## src/tws_pkg.sv

```systemverilog
package tws_pkg;

  // ----------------------------------------------------------------
  // address bytes
  // ----------------------------------------------------------------
  localparam logic [7:0] TWS_ADDR_WR_LO = 8'h90;
  localparam logic [7:0] TWS_ADDR_RD_LO = 8'h91;
  localparam logic [7:0] TWS_ADDR_WR_HI = 8'hBA;
  localparam logic [7:0] TWS_ADDR_RD_HI = 8'hBB;

  // ----------------------------------------------------------------
  // field positions and counts
  // ----------------------------------------------------------------
  localparam int         TWS_DIR_BIT    = 0;
  localparam logic [2:0] TWS_LAST_BIT   = 3'h7;
  localparam logic [1:0] TWS_ADDR_BYTES = 2'h2;
  localparam int         TWS_MEM_AW     = 4;

  // ----------------------------------------------------------------
  // reset values
  // ----------------------------------------------------------------
  localparam logic [15:0] TWS_REG_ADDR_RST = 16'h0000;
  localparam logic [7:0]  TWS_BYTE_RST     = 8'h00;
  localparam logic [2:0]  TWS_BIT_RST      = 3'h0;

  typedef enum logic [2:0] {
    TWS_IDLE,
    TWS_RX,
    TWS_ACK,
    TWS_TX,
    TWS_TXACK,
    TWS_IGNORE
  } tws_state_t;

  // pad view of the open-drain data line
  typedef struct packed {
    logic out;
    logic oe;
  } tws_pad_t;

  // byte-wide access to the register store
  typedef struct packed {
    logic                  wr;
    logic [TWS_MEM_AW-1:0] addr;
    logic [7:0]            data;
  } tws_mem_req_t;

endpackage

```

## src/tws_slave.sv

```systemverilog
`timescale 1ns/100ps
// Behaviour
// slave only: never drives the clock, never starts a transaction
// host master generates serial clock; data line carries both directions
// bus idle when clock and data both high
// only the master makes start and stop conditions
// start is data falling while clock high
// stop is data rising while clock high
// repeated start without stop begins a fresh transaction
// every byte shifts as eight bits, most significant first
// each byte is followed by one acknowledge bit period
// one data bit per serial clock period
// driver changes data only while clock low
// first byte bits seven to one are address, bit zero direction
// select low answers 0x90 write and 0x91 read
// select high answers 0xBA write and 0xBB read
// register addresses are always sixteen bits
// register data exchanged as sixteen-bit quantities
// order: start, address byte, register address, data, stop
// later bytes are register address and write data, or read data
// transmitter releases data in ack period; receiver pulls low
// internal register address advances by one after each data byte
// master reads via write address, repeated start, acks, final nack
// unmatched address gets no ack; bus ignored until next start
// clock and data inputs synchronised before edge detection
module tws_slave
  import tws_pkg::*;
(
  // clock and reset
  input  wire logic        clock_i,
  input  wire logic        reset_n_i,
  input  wire logic        clk_en_i,
  // serial bus pins
  input  wire logic        serial_clock_i,
  input  wire logic        serial_data_line_i,
  output logic             serial_data_line_o,
  output logic             serial_data_line_oe_o,
  // address select strap
  input  wire logic        address_select_pin_i,
  // status
  output logic             busy_o,
  output logic [15:0]      reg_addr_o
);
  import tws_pkg::*;

  // ----------------------------------------------------------------
  // input synchronisers
  // ----------------------------------------------------------------
  logic [1:0] scl_sync_r;
  logic [1:0] sda_sync_r;
  logic [1:0] sel_sync_r;
  logic       scl_q_r;
  logic       sda_q_r;

  always_ff @(posedge clock_i) begin
    if (!reset_n_i) begin
      scl_sync_r <= 2'h3;
      sda_sync_r <= 2'h3;
      sel_sync_r <= 2'h0;
      scl_q_r    <= 1'b1;
      sda_q_r    <= 1'b1;
    end else if (clk_en_i) begin
      scl_sync_r <= {scl_sync_r[0], serial_clock_i};
      sda_sync_r <= {sda_sync_r[0], serial_data_line_i};
      sel_sync_r <= {sel_sync_r[0], address_select_pin_i};
      scl_q_r    <= scl_sync_r[1];
      sda_q_r    <= sda_sync_r[1];
    end
  end

  logic scl;
  logic sda;
  logic scl_rise;
  logic scl_fall;
  logic start_det;
  logic stop_det;

  assign scl       = scl_sync_r[1];
  assign sda       = sda_sync_r[1];
  assign scl_rise  = scl && !scl_q_r;
  assign scl_fall  = !scl && scl_q_r;
  // both conditions need clock high in both samples so a clock edge is not mistaken
  assign start_det = scl && scl_q_r && sda_q_r && !sda;
  assign stop_det  = scl && scl_q_r && !sda_q_r && sda;

  // ----------------------------------------------------------------
  // byte engine
  // ----------------------------------------------------------------
  tws_state_t   state_r;
  logic [2:0]   bit_cnt_r;
  logic [7:0]   shift_r;
  logic         first_r;
  logic         rd_r;
  logic         ack_rise_r;
  logic [1:0]   addr_bytes_r;
  logic [15:0]  reg_addr_r;
  logic         drive_low_r;
  logic         master_ack_r;
  logic [7:0]   mem_rdata;
  tws_mem_req_t mem_req;

  logic [7:0] rx_byte;
  logic       addr_hit;
  assign rx_byte = {shift_r[6:0], sda};

  always_comb begin
    addr_hit = 1'b0;
    if (sel_sync_r[1]) begin
      addr_hit = (rx_byte[7:1] == TWS_ADDR_WR_HI[7:1]);
    end else begin
      addr_hit = (rx_byte[7:1] == TWS_ADDR_WR_LO[7:1]);
    end
  end

  // ----------------------------------------------------------------
  // state sequencing
  // ----------------------------------------------------------------
  always_ff @(posedge clock_i) begin
    if (!reset_n_i) begin
      state_r <= TWS_IDLE;
    end else if (clk_en_i) begin
      if (start_det) begin
        state_r <= TWS_RX;
      end else if (stop_det) begin
        state_r <= TWS_IDLE;
      end else begin
        unique case (state_r)
          TWS_IDLE, TWS_IGNORE: begin
            state_r <= state_r;
          end
          TWS_RX: begin
            if (scl_rise && bit_cnt_r == TWS_LAST_BIT) begin
              if (first_r && !addr_hit) begin
                state_r <= TWS_IGNORE;
              end else begin
                state_r <= TWS_ACK;
              end
            end
          end
          TWS_ACK: begin
            // the line is already pulled on the fall that closes the ack period
            if (scl_fall && drive_low_r) begin
              state_r <= rd_r ? TWS_TX : TWS_RX;
            end
          end
          TWS_TX: begin
            if (scl_rise && bit_cnt_r == TWS_LAST_BIT) begin
              state_r <= TWS_TXACK;
            end
          end
          TWS_TXACK: begin
            if (scl_fall && ack_rise_r) begin
              state_r <= master_ack_r ? TWS_TX : TWS_IGNORE;
            end
          end
        endcase
      end
    end
  end

  // ----------------------------------------------------------------
  // bit counting and shifting, msb first
  // ----------------------------------------------------------------
  always_ff @(posedge clock_i) begin
    if (!reset_n_i) begin
      bit_cnt_r <= TWS_BIT_RST;
      shift_r   <= TWS_BYTE_RST;
    end else if (clk_en_i) begin
      if (start_det || state_r == TWS_ACK || state_r == TWS_TXACK) begin
        bit_cnt_r <= TWS_BIT_RST;
      end else if (scl_rise && (state_r == TWS_RX || state_r == TWS_TX)) begin
        bit_cnt_r <= bit_cnt_r + 3'h1;
        shift_r   <= rx_byte;
      end
    end
  end

  // ----------------------------------------------------------------
  // transaction context
  // ----------------------------------------------------------------
  logic rx_done;
  logic tx_done;
  assign rx_done = state_r == TWS_RX && scl_rise && bit_cnt_r == TWS_LAST_BIT;
  assign tx_done = state_r == TWS_TX && scl_rise && bit_cnt_r == TWS_LAST_BIT;

  // first byte after a start carries the address and the direction
  always_ff @(posedge clock_i) begin
    if (!reset_n_i) begin
      first_r <= 1'b1;
      rd_r    <= 1'b0;
    end else if (clk_en_i) begin
      if (start_det) begin
        first_r <= 1'b1;
      end else if (rx_done) begin
        first_r <= 1'b0;
        if (first_r) begin
          rd_r <= rx_byte[TWS_DIR_BIT];
        end
      end
    end
  end

  // register address: high byte first, then one step per data byte moved;
  // a restart keeps the address, so a read can follow a bare address write
  always_ff @(posedge clock_i) begin
    if (!reset_n_i) begin
      addr_bytes_r <= 2'h0;
      reg_addr_r   <= TWS_REG_ADDR_RST;
    end else if (clk_en_i) begin
      if (start_det) begin
        addr_bytes_r <= 2'h0;
      end else if (rx_done && !first_r) begin
        if (addr_bytes_r != TWS_ADDR_BYTES) begin
          reg_addr_r   <= {reg_addr_r[7:0], rx_byte};
          addr_bytes_r <= addr_bytes_r + 2'h1;
        end else begin
          reg_addr_r <= reg_addr_r + 16'h0001;
        end
      end else if (tx_done) begin
        reg_addr_r <= reg_addr_r + 16'h0001;
      end
    end
  end

  // ----------------------------------------------------------------
  // register store
  // ----------------------------------------------------------------
  // write data go to the store once the register address is complete
  always_comb begin
    mem_req.wr   = clk_en_i && rx_done && !first_r && addr_bytes_r == TWS_ADDR_BYTES;
    mem_req.addr = reg_addr_r[TWS_MEM_AW-1:0];
    mem_req.data = rx_byte;
  end

  tws_mem u_mem (
    .clock_i  (clock_i),
    .clk_en_i (clk_en_i),
    .req_i    (mem_req),
    .rdata_o  (mem_rdata)
  );

  // ----------------------------------------------------------------
  // master answer to read data
  // ----------------------------------------------------------------
  // sampled on the clock rise of the ack period; the flag tells the fall that
  // opens the period, where the line must be let go, from the one that closes it
  always_ff @(posedge clock_i) begin
    if (!reset_n_i) begin
      master_ack_r <= 1'b0;
      ack_rise_r   <= 1'b0;
    end else if (clk_en_i) begin
      if (start_det || state_r != TWS_TXACK) begin
        ack_rise_r <= 1'b0;
      end else if (scl_rise) begin
        master_ack_r <= !sda;
        ack_rise_r   <= 1'b1;
      end
    end
  end

  // ----------------------------------------------------------------
  // data line driver
  // ----------------------------------------------------------------
  // updates only on the falling clock so the line is steady while clock is high
  logic tx_bit;
  assign tx_bit = mem_rdata[TWS_LAST_BIT - bit_cnt_r];

  always_ff @(posedge clock_i) begin
    if (!reset_n_i) begin
      drive_low_r <= 1'b0;
    end else if (clk_en_i) begin
      if (start_det || stop_det) begin
        drive_low_r <= 1'b0;
      end else if (scl_fall) begin
        unique case (state_r)
          TWS_ACK:   drive_low_r <= drive_low_r ? (rd_r && !mem_rdata[TWS_LAST_BIT]) : 1'b1;
          TWS_TX:    drive_low_r <= (bit_cnt_r != TWS_BIT_RST) ? !tx_bit : 1'b0;
          TWS_TXACK: drive_low_r <= ack_rise_r && master_ack_r && !mem_rdata[TWS_LAST_BIT];
          default:   drive_low_r <= 1'b0;
        endcase
      end
    end
  end

  // open-drain: only ever pull low, clock is never driven
  always_ff @(posedge clock_i) begin
    if (!reset_n_i) begin
      serial_data_line_o <= 1'b0;
    end else if (clk_en_i) begin
      serial_data_line_o <= 1'b0;
    end
  end
  assign serial_data_line_oe_o = drive_low_r;

  // ----------------------------------------------------------------
  // status
  // ----------------------------------------------------------------
  always_ff @(posedge clock_i) begin
    if (!reset_n_i) begin
      busy_o     <= 1'b0;
      reg_addr_o <= TWS_REG_ADDR_RST;
    end else if (clk_en_i) begin
      busy_o     <= state_r != TWS_IDLE;
      reg_addr_o <= reg_addr_r;
    end
  end
endmodule

```

## src/tws_mem.sv

```systemverilog
`timescale 1ns/100ps
module tws_mem
  import tws_pkg::*;
(
  // clock
  input  wire logic                   clock_i,
  input  wire logic                   clk_en_i,
  // access
  input  wire tws_pkg::tws_mem_req_t  req_i,
  output logic [7:0]                  rdata_o
);
  logic [7:0] mem [0:(1<<TWS_MEM_AW)-1];

  // read data registered; no reset so this maps onto plain ram
  always_ff @(posedge clock_i) begin
    if (clk_en_i) begin
      if (req_i.wr) begin
        mem[req_i.addr] <= req_i.data;
      end
      rdata_o <= mem[req_i.addr];
    end
  end
endmodule

```

## config.mk

```make
export PLATFORM = sky130hd
export DESIGN_NAME = tws_slave
export DESIGN_NICKNAME = d
export VERILOG_FILES = /design/src/tws_pkg.sv /design/src/tws_slave.sv /design/src/tws_mem.sv
export SDC_FILE = /design/constraint.sdc
export NUM_CORES = 1
export LEC_CHECK = 0
export ABC_CLOCK_PERIOD_IN_PS = 3000
export BUFFER_PORTS_ARGS = -buffer_cell sky130_fd_sc_hd__buf_2
export CAP_MARGIN = 20
export CORE_UTILIZATION = 55
export DETAILED_ROUTE_END_ITERATION = 8
export GPL_TIMING_DRIVEN = 0
export HOLD_SLACK_MARGIN = 0.08
export PLACE_DENSITY = 0.72
export SLEW_MARGIN = 15
export SYNTH_ARGS = -nofsm -noshare
export SYNTH_HDL_FRONTEND = slang
export SYNTH_SLANG_ARGS = --single-unit
```

## constraint.sdc

```tcl
create_clock -name clock_i -period 3 [get_ports clock_i]
set_input_delay 0.3 -clock clock_i [delete_from_list [all_inputs] [get_ports clock_i]]
set_output_delay 0.3 -clock clock_i [all_outputs]
set_load 0.05 [all_outputs]
```

==> impl_metrics.csv, run 1 <==
group,metric,value,unit
route,drt-pass1-iter-count,6,
floorplan,io_pins,25,
synth,synth-seq-cells,197,
run_status,outcome,"completed",
pwr,ir_drop,0.428,mV
placement,place_hpwl,12.2,mm
synth,synth_area,8420,sq um
layout,final_common_cell,"edfxtp_1",
route,vias,5264,
worst_setup_path,cp-startpoint,"bit_cnt_r[0]",
pwr,powerDensity,571,nW/um^2
worst_setup_path,cp.required,3080,ps
layout,finalNetCount,649,
floorplan,die-area,15800,sq um
cts,cts.reportedPaths.clkPinSlew,70,ps
hold_path,worstHoldStart,"serial_clock_i",
route,avgViaCountPerCell,6.33,
layout,diodes,0,
floorplan,die_w,126,um
worst_setup_path,critPathArrivalTime,2830,ps
cts,numCtsBuffers,17,
cts,cts_sinks,197,
floorplan,core_region_area,14800,sq um
layout,syn2layout_area_growth,11.5,%
worst_setup_path,critPathTopFamily,"simple AND/OR/NAND/NOR gates",
synth,yosysSeqAreaShare,63.0,%
grt,grt_pass1_vias,5019,
route,ant_nets,0,
placement,placed_cells,800,
synth,syn_nets,608,
pwr,total_power,5.37,mW
hold_path,min_path_type,"primary input to flop",
flow_run,drv_cap,0,
grt,grt_max_degree,22,
pwr,power_leakage,3.42,nW
worst_setup_path,timing.critical_path.buf_inv,1,
sta,setup_viol,0,
layout,finalInstanceArea,9400,sq um
worst_setup_path,r2r-start,"bit_cnt_r[0]",
synth,yosysWarnings,0,
route,wl,18.6,mm
cts,post_cts_buffers,0,
synth,synthArstFlopShare,0,%
worst_setup_path,critPathMostFrequentCell,"ha_1",
floorplan,rows,44,
sta,finalCriticalPeriod,2740,ps
worst_setup_path,crit_chain,"ha_1 -> ha_1 -> and3b_1 -> buf_2 -> and3_1 -> nand3_1 -> nor3_1 -> and2_1",
grt,antenna_found_initial,0,
route,drc,0,
cts,cts_tree,"yes",
layout,drive_above_1_share,19.8,%
layout,stdcell_count,832,
grt,gr-total-overflow,0,
worst_setup_path,worst-path-max-fanout,8,
placement,place_area,8760,sq um
synth,synth_edf_count,136,
sta,skew,12.4,ps
worst_setup_path,critPathCaptureType,"flop",
sta,worst_slew_pin_slew,892,ps
worst_setup_path,crit_type,"flop to flop",
cts,cts_max_level,4,
worst_setup_path,critical-path-slowest-cell,"and2_1",
route,drt_iter0_markers,605,
layout,layout_common_cells,"edfxtp_1 (136), dfxtp_1 (61), nand2_1 (43)",
sta,slew_viol_final,0,
sta,relSlewSlack,40.4,%
placement,io_buffers,22,
grt,grt_util_all_layers,24.7,%
worst_setup_path,max_stage_delay,450,ps
cts,clk_latency,430,ps
cts,root_buffer,"clkbuf_16",
synth,synthCells,594,
synth,ys_types,52,
placement,dp_slack,84.4,ps
synth,syn_area_per_cell,14.2,sq um
sta,finalCritPeriodShare,91.4,%
sta,finalSetupTns,0,ps
sta,fmax,365,MHz
sta,timing.final.ws_setup,257,ps
floorplan,dieHeight,126,um
grt,grt_first_pass_wirelength,28.8,mm
synth,ys.flop_type,"edfxtp_1",
route,wl_per_cell,22.4,um
placement,gp_congestion,0.910,
worst_setup_path,startpoint_type,"flop",
cts,max-clock-path-buffers,2,
sta,hold_violations,0,
floorplan,start_util,57.1,%
==> area by class of cell <==
cell class | instances | area [sq um]
tap | 184 | 230
multi-input combinational | 344 | 2900
clock inverter | 15 | 194
clock buffer | 17 | 425
buffer | 42 | 186
inverter | 11 | 41.3
timing repair buffer | 22 | 110
sequential | 197 | 5310
fill | 1060 | 5360
==> flip-flops by register name (all words and copies together), names as in the netlist, 2 cells and up <==
register	cells
bit_cnt_r	3
shift_r	7
state_r	3
addr_bytes_r	2
u_mem.mem	128
reg_addr_r	16
u_mem.rdata_o	8
sda_sync_r	2
sel_sync_r	2
scl_sync_r	2
reg_addr_o	16
==> Yosys cell counts (5+ instances only) <==
cell type	n	area share (%)
dfxtp_1	61	14
and2_1	21	1.6
buf_1	6	0.27
and3b_1	6	0.62
ha_1	8	1.2
buf_2	14	0.83
o21ai_0	29	1.7
and3_1	5	0.37
edfxtp_1	136	48
a21oi_1	20	1.2
nand4_1	7	0.52
nor2_1	18	0.80
mux2i_1	27	3.2
a21boi_0	10	0.89
nand2b_1	9	0.67
nand3_1	12	0.71
nor2b_1	25	1.9
nand2_1	43	1.9
nor3_1	12	0.71
mux4_2	42	11
inv_1	11	0.49
clkbuf_1	19	0.85
==> metrics by stage <==
step | utilization [%] | hold WS, ps
floorplan | - | 412
CTS | 63.6 | 84.4
global route | 63.7 | 104
global placement | 59.4 | 460
finish | 63.7 | 96.5
detailed placement | 59.4 | 475
==> cells by family after synthesis <==
kind of cell / count (synthesis) / synth area share [%]
adders and majority gates: 8 / 1.19
xor gates and xnor gates: 1 / 0.104
buffers and inverters: 53 / 2.70
AOI/OAI and AO/OA: 90 / 7.07
DFF: 197 / 63.0
muxes: 69 / 14.4
and+or+nand+nor: 175 / 11.5
other: 1 / 0.0445
==> layer usage <==
layer	global-route usage (%)	wire length (um)	vias up
li1	-	-	2343
met4	6.66	200	0
met2	38.3	9080	221
met1	35.4	8100	2677
met5	0	0	-
met3	5.69	1230	23
==> power breakdown <==
part / switching [mW] / total, mW / leakage, nW / internal, mW
Sequential: 0.00679 / 2.89 / 1.94 / 2.88
Clock: 1.04 / 2.38 / 0.297 / 1.34
Combinational: 0.0656 / 0.103 / 1.18 / 0.0370
==> final timing paths <==
| path | end | slack, ps | cells past startpoint |
|---|---|---|---|
| worst max-delay path | u_mem.mem[2][2] | 260 | 8 |
| worst min register to register | sda_sync_r[1] | 480 | 2 |
| worst max register to register | u_mem.mem[2][2] | 260 | 8 |
| worst min-delay path | scl_sync_r[0] | 100 | 3 |
==> timing repair <==
item                       4_1_cts  5_1_grt
hold buffers                     0        0
hold endpoints to repair         0        0
setup endpoints to repair        0       72
gates resized for setup          0        9
==> worst register-to-register path, stage by stage (launching register included) <==
cell and delay, ps:
dfxtp_1 440, ha_1 180, ha_1 130, and3b_1 150
buf_2 180, and3_1 240, nand3_1 280, nor3_1 350
and2_1 450
No activity file was read; power rests on OpenSTA's default activity.
==> run 2: changes to the inputs <==
Settings changed: ABC_CLOCK_PERIOD_IN_PS 3000 to 3100.
Clock period 3 ns to 3.1 ns, I/O delays scaled along.
==> run 2 against run 1 <==
  * Cell area decreased by 0.12%
  * Power decreased by 3.2%
  * Global-route usage unchanged
  * Critical path depth unchanged
  * Via count about the same
  * Final cell count unchanged
  * Clock-buffer cell count unchanged
  * Wire length increased by 0.10%
  * First-iteration DRC count increased by 8.3%
  * Combinational power about the same
  * Highest routed layer unchanged
  * Critical path type unchanged
  * Non-clock buffer count unchanged
==> impl_metrics.csv, run 2 (synthesized netlist as in run 1, its figures left out) <==
group,metric,value,unit
run_status,outcome,"completed",
layout,layout_common_cells,"edfxtp_1 (136), dfxtp_1 (61), nand2_1 (43)",
cts,cts_resized,0,
route,vias,5265,
worst_setup_path,critPathMostFrequentCell,"ha_1",
worst_setup_path,critical-path-slowest-cell,"and2_1",
route,drt_iter0_markers,655,
sta,slew_viol_final,0,
grt,antenna_found_initial,0,
route,wl,18.6,mm
worst_setup_path,critPathCaptureType,"flop",
pwr,p_int,4.11,mW
hold_path,min_path_type,"primary input to flop",
hold_path,hold_path_end,"scl_sync_r[0]",
sta,finalCriticalPeriod,2790,ps
grt,gr-total-overflow,0,
placement,place_hpwl,12.2,mm
hold_path,worstHoldStart,"serial_clock_i",
cts,ctsHoldBuffers,0,
cts,cts_sinks,197,
route,wl_per_cell,22.4,um
route,ant_nets,0,
cts,cts_tree,"yes",
route,drt-pass1-iter-count,5,
layout,finalInstanceArea,9380,sq um
cts,max-clock-path-buffers,2,
floorplan,rows,44,
worst_setup_path,r2r-start,"bit_cnt_r[0]",
layout,final_common_cell,"edfxtp_1",
layout,diodes,0,
worst_setup_path,max_stage_delay,480,ps
pwr,sw_frac_of_total,20.8,%
grt,grt_util_all_layers,24.7,%
floorplan,die-area,15800,sq um
sta,setup_viol,0,
sta,fmax,359,MHz
sta,skew,10.2,ps
sta,finalSetupTns,0,ps
sta,rsz0062_at_grt,"false",
route,drc,0,
cts,root_buffer,"clkbuf_16",
route,avgViaCountPerCell,6.33,
worst_setup_path,worst-path-max-fanout,8,
sta,worst_slew_pin_slew,891,ps
layout,finalNetCount,649,
pwr,powerDensity,553,nW/um^2
layout,syn2layout_area_growth,11.4,%
grt,grt_max_degree,22,
sta,hold_violations,0,
worst_setup_path,cp.required,3180,ps
grt,grt_pass1_vias,5019,
cts,cts.reportedPaths.clkPinSlew,70,ps
worst_setup_path,startpoint_type,"flop",
placement,place_area,8760,sq um
placement,io_buffers,22,
cts,post_cts_buffers,0,
layout,largest_register_ffs,128,
placement,gp_congestion,0.910,
floorplan,io_pins,25,
pwr,switching_power,1.08,mW
floorplan,die_w,126,um
cts,cts_max_level,4,
floorplan,start_util,57.1,%
worst_setup_path,critPathArrivalTime,2860,ps
floorplan,core_region_area,14800,sq um
pwr,clkPwrFrac,44.3,%
worst_setup_path,timing.rr.end,"u_mem.mem[6][3]",
worst_setup_path,reg2reg_depth,8,
sta,relSlewSlack,40.5,%
hold_path,min_path_cells,3,
worst_setup_path,crit_type,"flop to flop",
layout,drive_above_1_share,18.4,%
layout,largest_registers,"u_mem.mem: 128 flops, reg_addr_o: 16 flops, reg_addr_r: 16 flops",
floorplan,dieHeight,126,um
layout,top_register,"u_mem.mem",
pwr,power_leakage,3.41,nW
grt,grt_first_pass_wirelength,28.8,mm
flow_run,drv_cap,0,
cts,numCtsBuffers,17,
pwr,pwr-share-comb,1.9,%
worst_setup_path,ff2ff_setup_slack,310,ps
cts,clk_latency,430,ps
sta,finalCritPeriodShare,89.9,%
worst_setup_path,crit_chain,"ha_1 -> ha_1 -> and3b_1 -> buf_2 -> and3_1 -> nand3_1 -> nor3b_1 -> and2_1",
pwr,ir_drop,0.415,mV
pwr,seq_power_share,53.8,%
-- run 2: cell count changes in the layout (fill, tap and decap cells not counted) --
cell,previous run,this run
and2_1,12,21
and2_2,9,0
-- run 2: metal layers --
metal  global-route usage [%]  up-vias  routed length (um)
li1                         -     2343                   -
met4                     6.66        0                 205
met5                        0        -                   0
met2                     38.3      235                8950
met3                     5.69       21                1290
met1                     35.4     2666                8180
-- run 2: cell type report --
cell class	count	area, sq um
well taps	184	230
flip-flops and latches	197	5310
plain buffers	42	186
inverters	11	41.3
clock inverters	15	194
repair buffers	22	110
fillers	1057	5370
multi-input cells	344	2890
clock buffers	17	425
-- run 2: worst max-delay path, delay by kind of cell, from the launching register on --
family | cells | cell delay (ps)
DFF | 1 | 440
adders and majority gates | 2 | 310
buffers and inverters | 1 | 180
and+or+nand+nor | 5 | 1500
-- run 2: power groups by stage --
| stage | Sequential (mW) | Combinational [mW] | Clock (mW) |
|---|---|---|---|
| after floorplan | 2.85 | 0.0683 | 0 |
| after global placement | 2.85 | 0.0961 | 0 |
| after detailed placement | 2.85 | 0.0976 | 0 |
| after CTS | 2.79 | 0.0980 | 2.32 |
| after global routing | 2.79 | 0.108 | 2.43 |
| final | 2.79 | 0.100 | 2.30 |
-- run 2: worst max path at each step --
stage | startpoint | endpoint | slack [ps]
after CTS | bit_cnt_r[0] | u_mem.mem[7][2] | 280
after floorplan | bit_cnt_r[0] | u_mem.mem[11][0] | 850
after global routing | bit_cnt_r[0] | u_mem.mem[7][3] | 6
final | bit_cnt_r[0] | u_mem.mem[6][3] | 310
after global placement | clk_en_i | u_mem.mem[10][3] | 200
after detailed placement | clk_en_i | u_mem.mem[7][0] | 170
-- run 2: through the flow --
stage	utilization (%)	hold WS, ps	power [mW]	setup WS [ps]	std cells
finish	63.6	106	5.19	315	832
global route	63.6	114	5.33	5.70	832
CTS	63.6	94.4	5.21	283	832
detailed placement	59.4	475	2.95	174	800
global placement	59.4	460	2.95	199	800
floorplan	-	422	2.92	847	594
==> run 3: changes to the inputs <==
Settings changed: CORE_UTILIZATION 55 to 52, PLACE_DENSITY 0.72 to 0.68.
==> run 3 against run 2 <==
  * Die area rose by 5.7%
  * Critical path depth did not move
  * Via count fell by 2.1%
  * First-iteration DRC count fell by 18%
  * Largest power group unchanged
  * Flip-flop and latch count did not move
  * Global-route usage fell by 1.0 points
  * Maximum frequency fell by 2.8%
  * Register-to-register slack got worse by 80 ps
==> impl_metrics.csv, run 3 (synthesized netlist as in run 1, its figures left out) <==
group,metric,value,unit
run_status,outcome,"completed",
worst_setup_path,crit_type,"flop to flop",
worst_setup_path,max_stage_delay,460,ps
pwr,powerDensity,536,nW/um^2
layout,fill_cells,1256,
flow_run,drv_cap,0,
layout,syn2layout_area_growth,11.3,%
sta,timing.hold.ws,97.6,ps
sta,timing.final.ws_setup,236,ps
worst_setup_path,startpoint_type,"flop",
grt,grt_first_pass_wirelength,28.6,mm
sta,finalCriticalPeriod,2860,ps
sta,fmax,349,MHz
route,wl,18.4,mm
route,ant_nets,0,
route,drt-pass1-iter-count,5,
placement,dp_slack,101,ps
placement,gp_congestion,0.944,
placement,place_hpwl,12.3,mm
cts,max-clock-path-buffers,2,
sta,slew_viol_final,0,
layout,multi_input_area,2890,sq um
cts,cts_tree,"yes",
grt,grt_util_all_layers,23.6,%
floorplan,start_util,53.2,%
route,vias,5156,
layout,seq_area,5310,sq um
route,drt_iter0_markers,538,
layout,largest_register_ffs,128,
route,avgViaCountPerCell,5.97,
sta,relSlewSlack,43.4,%
cts,cts_max_level,4,
floorplan,io_pins,25,
sta,finalCritPeriodShare,92.4,%
worst_setup_path,critPathCaptureType,"flop",
layout,top_register,"u_mem.mem",
sta,worst_slew_pin_slew,848,ps
cts,clk_latency,440,ps
layout,drive_above_1_share,18.4,%
sta,finalSetupTns,0,ps
cts,post_cts_buffers,0,
sta,setup_viol,0,
worst_setup_path,worst-path-max-fanout,8,
floorplan,rows,46,
cts,cts_sinks,197,
layout,diodes,0,
worst_setup_path,critical-path-slowest-cell,"nor3b_1",
cts,root_buffer,"clkbuf_16",
grt,grt_pass1_vias,5002,
worst_setup_path,cp.required,3190,ps
route,drc,0,
layout,final_common_cell,"edfxtp_1",
pwr,power_leakage,3.39,nW
pwr,ir_drop,0.424,mV
worst_setup_path,critPathMostFrequentCell,"ha_1",
worst_setup_path,crit_chain,"ha_1 -> ha_1 -> and3b_1 -> buf_2 -> and3_1 -> nand3_1 -> nor3b_1 -> and2_1",
worst_setup_path,critPathArrivalTime,2950,ps
grt,grt_max_degree,22,
floorplan,die_w,129,um
cts,cts_resized,0,
cts,numCtsBuffers,17,
grt,antenna_found_initial,0,
hold_path,min_path_type,"primary input to flop",
sta,rsz0062_at_grt,"false",
floorplan,dieHeight,129,um
grt,gr-total-overflow,0,
placement,io_buffers,22,
cts,cts.reportedPaths.clkPinSlew,70,ps
layout,layout_common_cells,"edfxtp_1 (136), dfxtp_1 (61), nand2_1 (43)",
sta,hold_violations,0,
layout,finalNetCount,649,
layout,largest_registers,"u_mem.mem: 128 flops, reg_addr_o: 16 flops, reg_addr_r: 16 flops",
floorplan,core_region_area,15800,sq um
route,wl_per_cell,21.3,um
sta,skew,11.8,ps
cts,ctsHoldBuffers,0,
floorplan,die-area,16700,sq um
-- run 3: changes by cell type in the layout (fill, tap and decap cells not counted), sizes merged --
cell,before,now
bufinv,3,1
clkinv,4,6
clkinvlp,3,1
inv,16,18
-- run 3: layout make-up --
type | count | share of cell area [%]
well taps | 216 | 2.88
clock buffers | 17 | 4.54
inverters | 11 | 0.441
repair buffers | 22 | 1.17
clock inverters | 15 | 1.52
plain buffers | 42 | 1.99
multi-input cells | 344 | 30.9
flip-flops and latches | 197 | 56.6
-- run 3: metrics by stage --
step	std cells	area (sq um)	total power, mW	utilization [%]
floorplan	594	8420	2.92	-
global placement	832	8800	2.95	55.6
detailed placement	832	8800	2.95	55.6
CTS	864	9370	5.04	59.2
global route	864	9370	5.16	59.2
finish	864	9370	5.02	59.2
-- run 3: final timing paths --
path                                         start                to  slack, ps  cells after the start
worst max-delay path                  bit_cnt_r[0]  u_mem.mem[11][5]        240                      8
worst min-delay path            serial_data_line_i     sda_sync_r[0]        100                      3
worst max register to register        bit_cnt_r[0]  u_mem.mem[11][5]        240                      8
worst min register to register       sda_sync_r[0]     sda_sync_r[0]        480                      2
-- run 3: power by group --
part | switching, mW | internal (mW) | total [mW] | leakage [nW]
Combinational | 0.0639 | 0.0358 | 0.0997 | 1.17
Sequential | 0.00662 | 2.79 | 2.79 | 1.94
Clock | 1.00 | 1.13 | 2.13 | 0.281
-- run 3: critical path, delay by kind of cell (launching register included) --
| kind | cells | cell delay (ps) |
|---|---|---|
| simple gates | 5 | 1550 |
| flops | 1 | 450 |
| fa+ha+maj | 2 | 320 |
| buf+inv | 1 | 180 |
-- run 3: routing by layer --
metal | vias up | share of wire, % | track usage [%]
met5 | - | 0 | 0
met4 | 0 | 1.8 | 7.40
met3 | 35 | 5.8 | 5.12
met2 | 176 | 48 | 37.0
met1 | 2602 | 44 | 33.3
li1 | 2343 | - | -
